**config.mk**
```make
export PLATFORM = sky130hd
export DESIGN_NAME = adc_lane_serializer
export DESIGN_NICKNAME = d
export VERILOG_FILES = /design/src/serializer_pkg.sv /design/src/sample_buffer.sv /design/src/adc_lane_serializer.sv
export VERILOG_INCLUDE_DIRS = /design/src
export SDC_FILE = /design/constraint.sdc
export NUM_CORES = 1
export LEC_CHECK = 0
export BUFFER_PORTS_ARGS = -buffer_cell sky130_fd_sc_hd__buf_2
export CAP_MARGIN = 20
export CELL_PAD_IN_SITES_DETAIL_PLACEMENT = 0
export CELL_PAD_IN_SITES_GLOBAL_PLACEMENT = 1
export CORE_MARGIN = 4
export CORE_UTILIZATION = 35
export DETAILED_ROUTE_END_ITERATION = 6
export GPL_TIMING_DRIVEN = 1
export HOLD_SLACK_MARGIN = 0.02
export PLACE_DENSITY = 0.58
export SLEW_MARGIN = 20
export SYNTH_ARGS = -nofsm -noshare
export SYNTH_HDL_FRONTEND = slang
export SYNTH_HIERARCHICAL = 1
export SYNTH_SLANG_ARGS = --single-unit
```
**constraint.sdc**
```tcl
create_clock -name sys_clk -period 10.2 [get_ports sys_clk]
set_input_delay 3.06 -clock sys_clk [delete_from_list [all_inputs] [get_ports sys_clk]]
set_output_delay 3.06 -clock sys_clk [all_outputs]
set_load 0.02 [all_outputs]
```
**src/serializer_consts.svh**
```systemverilog
// timing, width and reset constants for the sample lane serializer
`ifndef SERIALIZER_CONSTS_SVH
`define SERIALIZER_CONSTS_SVH

`define SAMPLE_BITS 12
`define NUM_CHANNELS 4
`define SLOTS_SINGLE 4'hb
`define SLOTS_DUAL 4'h5
`define HALF_FRAME_SINGLE 4'h6
`define HALF_FRAME_DUAL 4'h3
`define HIGH_LANE_OFFSET 4'h6
`define BUFFER_DEPTH 2
`define DUAL_LANE_RESET 1'b1

`endif

```
**src/serializer_pkg.sv**
```systemverilog
// types shared by the sample lane serializer and its buffer
`include "serializer_consts.svh"

package serializer_pkg;

    typedef struct packed {
        logic [`NUM_CHANNELS-1:0][`SAMPLE_BITS-1:0] ch;
    } sample_s;

    typedef enum logic {
        LANE_SINGLE,
        LANE_DUAL
    } lane_mode_e;

    typedef enum logic {
        LINK_WAIT,
        LINK_RUN
    } link_state_e;

endpackage

```
**src/sample_buffer.sv**
```systemverilog
// two-entry valid/ready buffer for converted sample sets
`timescale 1ns/1ps
`include "serializer_consts.svh"

module sample_buffer
    import serializer_pkg::*;
(
    input wire logic sys_clk, // core clock
    input wire logic sys_rst, // synchronous reset, active high
    input wire logic in_valid, // producer offers a sample set
    output logic in_ready, // room for one more set
    input wire sample_s in_data, // offered sample set
    output logic out_valid, // a set is waiting
    input wire logic out_ready, // consumer takes the set
    output sample_s out_data // oldest set
);

    sample_s mem_r [`BUFFER_DEPTH];
    logic wr_ptr_r;
    logic rd_ptr_r;
    logic [1:0] count_r;
    logic [1:0] count_nxt;
    logic push;
    logic pop;

    assign out_valid = (count_r != 2'h0);
    assign out_data = mem_r[rd_ptr_r];
    assign push = in_valid & in_ready;
    assign pop = out_valid & out_ready;

    always_comb begin
        count_nxt = count_r;
        if (push && !pop) begin
            count_nxt = count_r + 2'h1;
        end else if (pop && !push) begin
            count_nxt = count_r - 2'h1;
        end
    end

    // ready is a flop so the producer never sees a combinational path
    always_ff @(posedge sys_clk) begin
        if (sys_rst) begin
            count_r <= 2'h0;
            in_ready <= 1'b0;
        end else begin
            count_r <= count_nxt;
            in_ready <= (count_nxt != 2'h2);
        end
    end

    always_ff @(posedge sys_clk) begin
        if (sys_rst) begin
            wr_ptr_r <= 1'b0;
            rd_ptr_r <= 1'b0;
        end else begin
            if (push) begin
                wr_ptr_r <= ~wr_ptr_r;
            end
            if (pop) begin
                rd_ptr_r <= ~rd_ptr_r;
            end
        end
    end

    genvar g;
    generate
        for (g = 0; g < `BUFFER_DEPTH; g = g + 1) begin : gen_entry
            always_ff @(posedge sys_clk) begin
                if (sys_rst) begin
                    mem_r[g] <= '0;
                end else if (push && (wr_ptr_r == 1'(g))) begin
                    mem_r[g] <= in_data;
                end
            end
        end
    endgenerate

endmodule

```
**src/adc_lane_serializer.sv**
```systemverilog
// serializer of four 12-bit sample channels onto ddr data lanes with frame and bit clocks
`timescale 1ns/1ps
// Function
// - bit timing comes from the pll-multiplied sampling clock; 12-bit words serialized
// - frame clock and bit clock are driven as differential outputs with data
// - single-lane: 12x serialization, one frame period per sample, ddr bit clock
// - dual-lane: 6x serialization per lane, one frame period per sample, ddr clock
// - lane format is a control setting written by the controlling party
// - after reset the format is dual-lane; mode_r resets to dual, but the first frame already takes dual_lane_sel
// - single-lane: whole sample on the channel's own single pair
// - a new data bit follows every rising and falling bit clock edge
// - single-lane: word starts at frame clock rise, lsb first
// - single-lane lane rate is twelve times sampling rate
// - dual-lane: six bits per lane per sample, six times sampling rate
// - dual-lane: upper six bits on high lane, lower six on low lane

`include "serializer_consts.svh"

module adc_lane_serializer
    import serializer_pkg::*;
(
    input wire logic sys_clk, // core clock, 250 mhz
    input wire logic sys_rst, // synchronous reset, active high
    input wire logic pll_bit_clk, // multiplied sampling clock, asynchronous
    input wire logic dual_lane_sel, // control setting: 1 dual-lane, 0 single-lane
    input wire logic s_valid, // converted sample set offered
    output logic s_ready, // buffer accepts the set
    input wire sample_s s_data, // four 12-bit conversion results
    output logic [`NUM_CHANNELS-1:0] high_bits_lane_pos, // high-order lanes, true
    output logic [`NUM_CHANNELS-1:0] high_bits_lane_neg, // high-order lanes, complement
    output logic [`NUM_CHANNELS-1:0] low_bits_lane_pos, // low-order lanes, true
    output logic [`NUM_CHANNELS-1:0] low_bits_lane_neg, // low-order lanes, complement
    output logic frame_clk_pos, // frame clock, true
    output logic frame_clk_neg, // frame clock, complement
    output logic bit_clk_pos, // ddr bit clock, true
    output logic bit_clk_neg // ddr bit clock, complement
);

    // ***********************************************************
    // sample buffer
    // ***********************************************************
    logic buf_valid;
    logic buf_take;
    sample_s buf_data;

    sample_buffer u_buffer (
        .sys_clk(sys_clk),
        .sys_rst(sys_rst),
        .in_valid(s_valid),
        .in_ready(s_ready),
        .in_data(s_data),
        .out_valid(buf_valid),
        .out_ready(buf_take),
        .out_data(buf_data)
    );

    // ***********************************************************
    // bit clock capture
    // ***********************************************************
    logic clk_meta_r;
    logic clk_sync_r;
    logic clk_prev_r;
    logic clk_edge;
    logic clk_rise;

    always_ff @(posedge sys_clk) begin
        if (sys_rst) begin
            clk_meta_r <= 1'b0;
            clk_sync_r <= 1'b0;
            clk_prev_r <= 1'b0;
        end else begin
            clk_meta_r <= pll_bit_clk;
            clk_sync_r <= clk_meta_r;
            clk_prev_r <= clk_sync_r;
        end
    end

    // first stage may be metastable, so only the second and third feed logic
    // both edges step
    assign clk_edge = clk_sync_r ^ clk_prev_r;
    assign clk_rise = clk_sync_r & ~clk_prev_r;

    // ***********************************************************
    // frame sequencing
    // ***********************************************************
    link_state_e link_state_r;
    lane_mode_e mode_r;
    logic [3:0] idx_r;
    logic [3:0] last_slot;
    logic [3:0] half_frame;
    logic frame_load;
    sample_s word_r;

    // twelve bits per sample on one lane
    // six bits per lane per sample
    assign last_slot = (mode_r == LANE_DUAL) ? `SLOTS_DUAL : `SLOTS_SINGLE;
    assign half_frame = (mode_r == LANE_DUAL) ? `HALF_FRAME_DUAL : `HALF_FRAME_SINGLE;

    // frames open on a rising edge
    // slot counts are even, so a reload always lands on a rise
    always_comb begin
        case (link_state_r)
            LINK_WAIT: frame_load = clk_rise;
            LINK_RUN: frame_load = clk_edge && (idx_r >= last_slot);
            default: frame_load = 1'b0;
        endcase
    end

    assign buf_take = frame_load & buf_valid;

    // ***********************************************************
    // link state and lane format
    // ***********************************************************
    // link waits for the first rise so slot 0 lands on a rising edge
    always_ff @(posedge sys_clk) begin
        if (sys_rst) begin
            link_state_r <= LINK_WAIT;
        end else if (clk_rise) begin
            link_state_r <= LINK_RUN;
        end
    end

    // setting applied at frame boundary
    // a change mid-frame would split a word across formats
    always_ff @(posedge sys_clk) begin
        if (sys_rst) begin
            mode_r <= (`DUAL_LANE_RESET) ? LANE_DUAL : LANE_SINGLE;
        end else if (frame_load) begin
            mode_r <= dual_lane_sel ? LANE_DUAL : LANE_SINGLE;
        end
    end

    // ***********************************************************
    // slot counter and word hold
    // ***********************************************************

    always_ff @(posedge sys_clk) begin
        if (sys_rst) begin
            idx_r <= 4'h0;
        end else if (frame_load) begin
            idx_r <= 4'h0;
        end else if (clk_edge && link_state_r == LINK_RUN) begin
            idx_r <= idx_r + 4'h1;
        end
    end

    // an empty buffer repeats the last word rather than stopping the link
    always_ff @(posedge sys_clk) begin
        if (sys_rst) begin
            word_r <= '0;
        end else if (buf_take) begin
            word_r <= buf_data;
        end
    end

    // ***********************************************************
    // lane drivers
    // ***********************************************************
    logic [3:0] high_idx;
    logic running;

    assign high_idx = idx_r + `HIGH_LANE_OFFSET;
    assign running = (link_state_r == LINK_RUN);

    genvar g;
    generate
        for (g = 0; g < `NUM_CHANNELS; g = g + 1) begin : gen_lane
            logic low_bit;
            logic high_bit;

            // lsb first on the low lane
            assign low_bit = running & word_r.ch[g][idx_r];
            // upper six on the high lane
            // single-lane holds the high lane low
            assign high_bit = running & (mode_r == LANE_DUAL) & word_r.ch[g][high_idx];

            always_ff @(posedge sys_clk) begin
                if (sys_rst) begin
                    low_bits_lane_pos[g] <= 1'b0;
                    low_bits_lane_neg[g] <= 1'b1;
                    high_bits_lane_pos[g] <= 1'b0;
                    high_bits_lane_neg[g] <= 1'b1;
                end else begin
                    low_bits_lane_pos[g] <= low_bit;
                    low_bits_lane_neg[g] <= ~low_bit;
                    high_bits_lane_pos[g] <= high_bit;
                    high_bits_lane_neg[g] <= ~high_bit;
                end
            end
        end
    endgenerate

    // ***********************************************************
    // clock outputs
    // ***********************************************************
    logic frame_level;

    // high for first half of the frame
    assign frame_level = running & (idx_r < half_frame);

    // differential frame and bit clocks
    // bit clock taken from the stage that steps the slot count,
    // so its edges land with the registered lane bits
    // before the first frame: pos low, neg high
    always_ff @(posedge sys_clk) begin
        if (sys_rst) begin
            frame_clk_pos <= 1'b0;
            frame_clk_neg <= 1'b1;
            bit_clk_pos <= 1'b0;
            bit_clk_neg <= 1'b1;
        end else begin
            frame_clk_pos <= frame_level;
            frame_clk_neg <= ~frame_level;
            bit_clk_pos <= running & clk_prev_r;
            bit_clk_neg <= ~(running & clk_prev_r);
        end
    end

endmodule

```
==> metrics <==
outcome complete, no violations; RR Startpoint idx_r[1]$_SDFFE_PP0P_; Fin Setup TNS 0 ns; Ant. Diodes 0; 1st-pass router iterations 4; Post-Syn Area per Cell 12.15 sq um; Core Box Area 22780 sq um; Detail Placement HPWL 10840 microns; cts hold-fix bufs 0; Rel. slew slack 23.95%; die area 25730 sq um; # setup viols final 0; hold violation count in the final report 0; Min-Delay Endpoint clk_sync_r$_SDFF_PP0_; PostCTS Resize Cnt 0; wire per inst 16.04 microns; peak supply drop 0.00007784 V; synthesized instance count 669; power per standard cell area 180.8 nW/um^2; GPL Wtd Cong 0.7570; largest net degree at the start of global routing 99; Reg clk slew, reported paths 0.07 ns; overall routing resource usage 13.39%; crit-path max FO 28; I/O pins 74; Vias 4940; Period Utilization, post-route 43.79%; CP Launch Type input port; Crit path max-delay family buffers and inverters; Layout area overhead 14.96%; WL final 16890 microns; first-pass GRT wire length 27380 microns; fin crit period 4.467 ns; critical path's slowest cell a31o_2; fin cells 1053; number of nets in the final layout 789; antenna violations before repair 0; Die Y 160.4 microns; Hold Path Origin clk_meta_r$_SDFF_PP0_; Max Cap Violations 0; commonest non-fill, non-tap cell in the layout nand2_1; DRC marker count from the first detailed-route iteration 268; #FFs+latches synth 179; Skew-Pair Late Insertion Delay 0.42 ns; worst slew pin tran 1.139 ns; IO buf count 73; H-tree depth 4; Pleak 0.003460 uW; FF-to-FF setup slack 7.02 ns; die width 160.4 microns; Initial Utilization 35.69%; cell breakdown of the critical path buf_2 > a31o_2 > buf_4; Seq/Total Area, Yosys 55.89%; clk buf depth 2; Clock Skews 0.009348 ns; RSZ-0062 raised after global routing false; vias in the first global route 5113; Clk Tree Root Cell clkbuf_16; setup bufs post-CTS 0; CP Buf/Inv Count 2; FMAX 0.2239 GHz; Syn. warnings 6; # rows 55; FF-to-FF End word_r[39]$_SDFFE_PP0P_; TritonCTS Buffers 17; CTS tree done; critical path class in -> reg; placed cells 1021; CTS sink count 179; CP max stage delay 0.62 ns; Final Max Tran Viols 0; most frequent cells in the layout 105 x nand2_1, 96 x and2_1, 96 x edfxtp_1; critical path arrival 4.54 ns; GR Overflow Total 0; Final ANT Viol Nets 0; share of layout cells above drive strength 1 26.22%; Synth cell types 51; Post-Syn Area 8130 sq um; Vias per Instance 4.691; Worst EP required 10.28 ns; Hold Path Depth 1; # DRC 0; Net Count, Synth 731; Setup crit end kind flop; worst r2r path cells 6; Hold Crit Class reg -> reg
-- flip-flops by register name, indices dropped and copies added (netlist names), 2 cells and up, named ones only --
name,count
low_bits_lane_pos,4
idx_r,4
u_buffer/mem_r,96
low_bits_lane_neg,4
u_buffer/count_r,2
high_bits_lane_pos,4
high_bits_lane_neg,4
word_r,48
-- per-stage QoR --
step	worst slack [ns]	area, sq um	hold slack [ns]	power [uW]	util, %
2_1_floorplan	4.278	8130	0.3775	980.5	-
3_3_place_gp	5.232	8733	0.4383	1026	38.34
3_5_place_dp	5.210	8736	0.4395	1031	38.35
4_1_cts	5.667	9346	0.4689	1716	41.03
5_1_grt	5.626	9346	0.4866	1765	41.03
6_report	5.733	9346	0.4649	1690	41.03
-- worst max path at each step --
stage,startpoint,end,slack (ns),depth (start not counted)
2_1_floorplan,s_valid,u_buffer/mem_r[0][0]$_SDFFCE_PN0P_,4.28,2
3_3_place_gp,sys_rst,u_buffer/mem_r[1][33]$_SDFFCE_PN0P_,5.23,3
3_5_place_dp,sys_rst,u_buffer/mem_r[1][35]$_SDFFCE_PN0P_,5.21,3
4_1_cts,sys_rst,u_buffer/mem_r[1][35]$_SDFFCE_PN0P_,5.67,3
5_1_grt,sys_rst,u_buffer/mem_r[1][27]$_SDFFCE_PN0P_,5.63,3
6_report,sys_rst,u_buffer/mem_r[1][30]$_SDFFCE_PN0P_,5.73,3
-- area by class of cell --
| cell class | instances | area [sq um] |
|---|---|---|
| Inverter | 12 | 45.04 |
| Tap cell | 313 | 391.6 |
| Fill cell | 2155 | 13430 |
| Multi-Input combinational cell | 438 | 3339 |
| Clock inverter | 12 | 153.9 |
| Sequential cell | 179 | 4549 |
| Clock buffer | 20 | 456.7 |
| Timing Repair Buffer | 79 | 410.4 |
-- worst register-to-register path, stage by stage (launching register included) --
cell and delay (ns):
dfxtp_1 1.07, ha_1 0.37, a21oi_2 0.05, or2_4 0.30, a311oi_4 0.28, buf_4 0.70, mux2i_1 0.33
-- cells in the mapped netlist (all sizes together) --
master	number	area share (%)
nand4	1	0.077
nand2	106	4.9
nor3b	1	0.15
a31o	1	0.11
xor2	1	0.11
nand2b	2	0.15
a31oi	1	0.077
a22oi	4	0.37
inv	12	0.55
nand3b	1	0.092
mux4	16	4.5
mux2	56	7.8
o22a	4	0.43
a211oi	2	0.18
nor4	1	0.077
o21bai	1	0.092
o21a	4	0.37
or3b	1	0.11
and2b	1	0.092
mux2i	61	7.5
ha	9	1.4
a21o	1	0.092
and2	96	7.4
o22ai	5	0.38
clkbuf	17	0.85
a311oi	3	0.54
dfxtp	83	20
nor2	19	0.88
or2	2	0.18
nand3	5	0.31
nor3	3	0.25
o311ai	1	0.11
edfxtp	96	35
nor2b	5	0.38
or3	1	0.077
buf	23	1.9
a21oi	13	0.85
o21ai	6	0.37
xnor2	4	0.43
-- routing by layer --
layer	GRT usage [%]	part of all wire [%]	vias to the layer above	wire, microns
met5	0	0	-	0
met4	4.419	1.3	0	216
met3	2.669	3.1	16	522
met2	21.51	47	84	8007
met1	18.21	48	2378	8140
li1	-	-	2462	-
-- power breakdown --
group          switching [uW]  total, uW  internal [uW]  leakage, uW
logic                    90.6        171           79.9      0.00149
clock network             280        679            400     0.000293
registers                26.6        840            813      0.00168
total                     397       1690           1290      0.00346
-- cell families after synthesis --
logic type,share of synthesized area [%]
muxes,19.74
xor gates and xnor gates,0.5386
AOI/OAI and AO/OA,3.971
and+or+nand+nor,15.14
DFF,55.89
buffers and inverters,3.324
adders and majority gates,1.385
(Power assumes the default switching activity.)
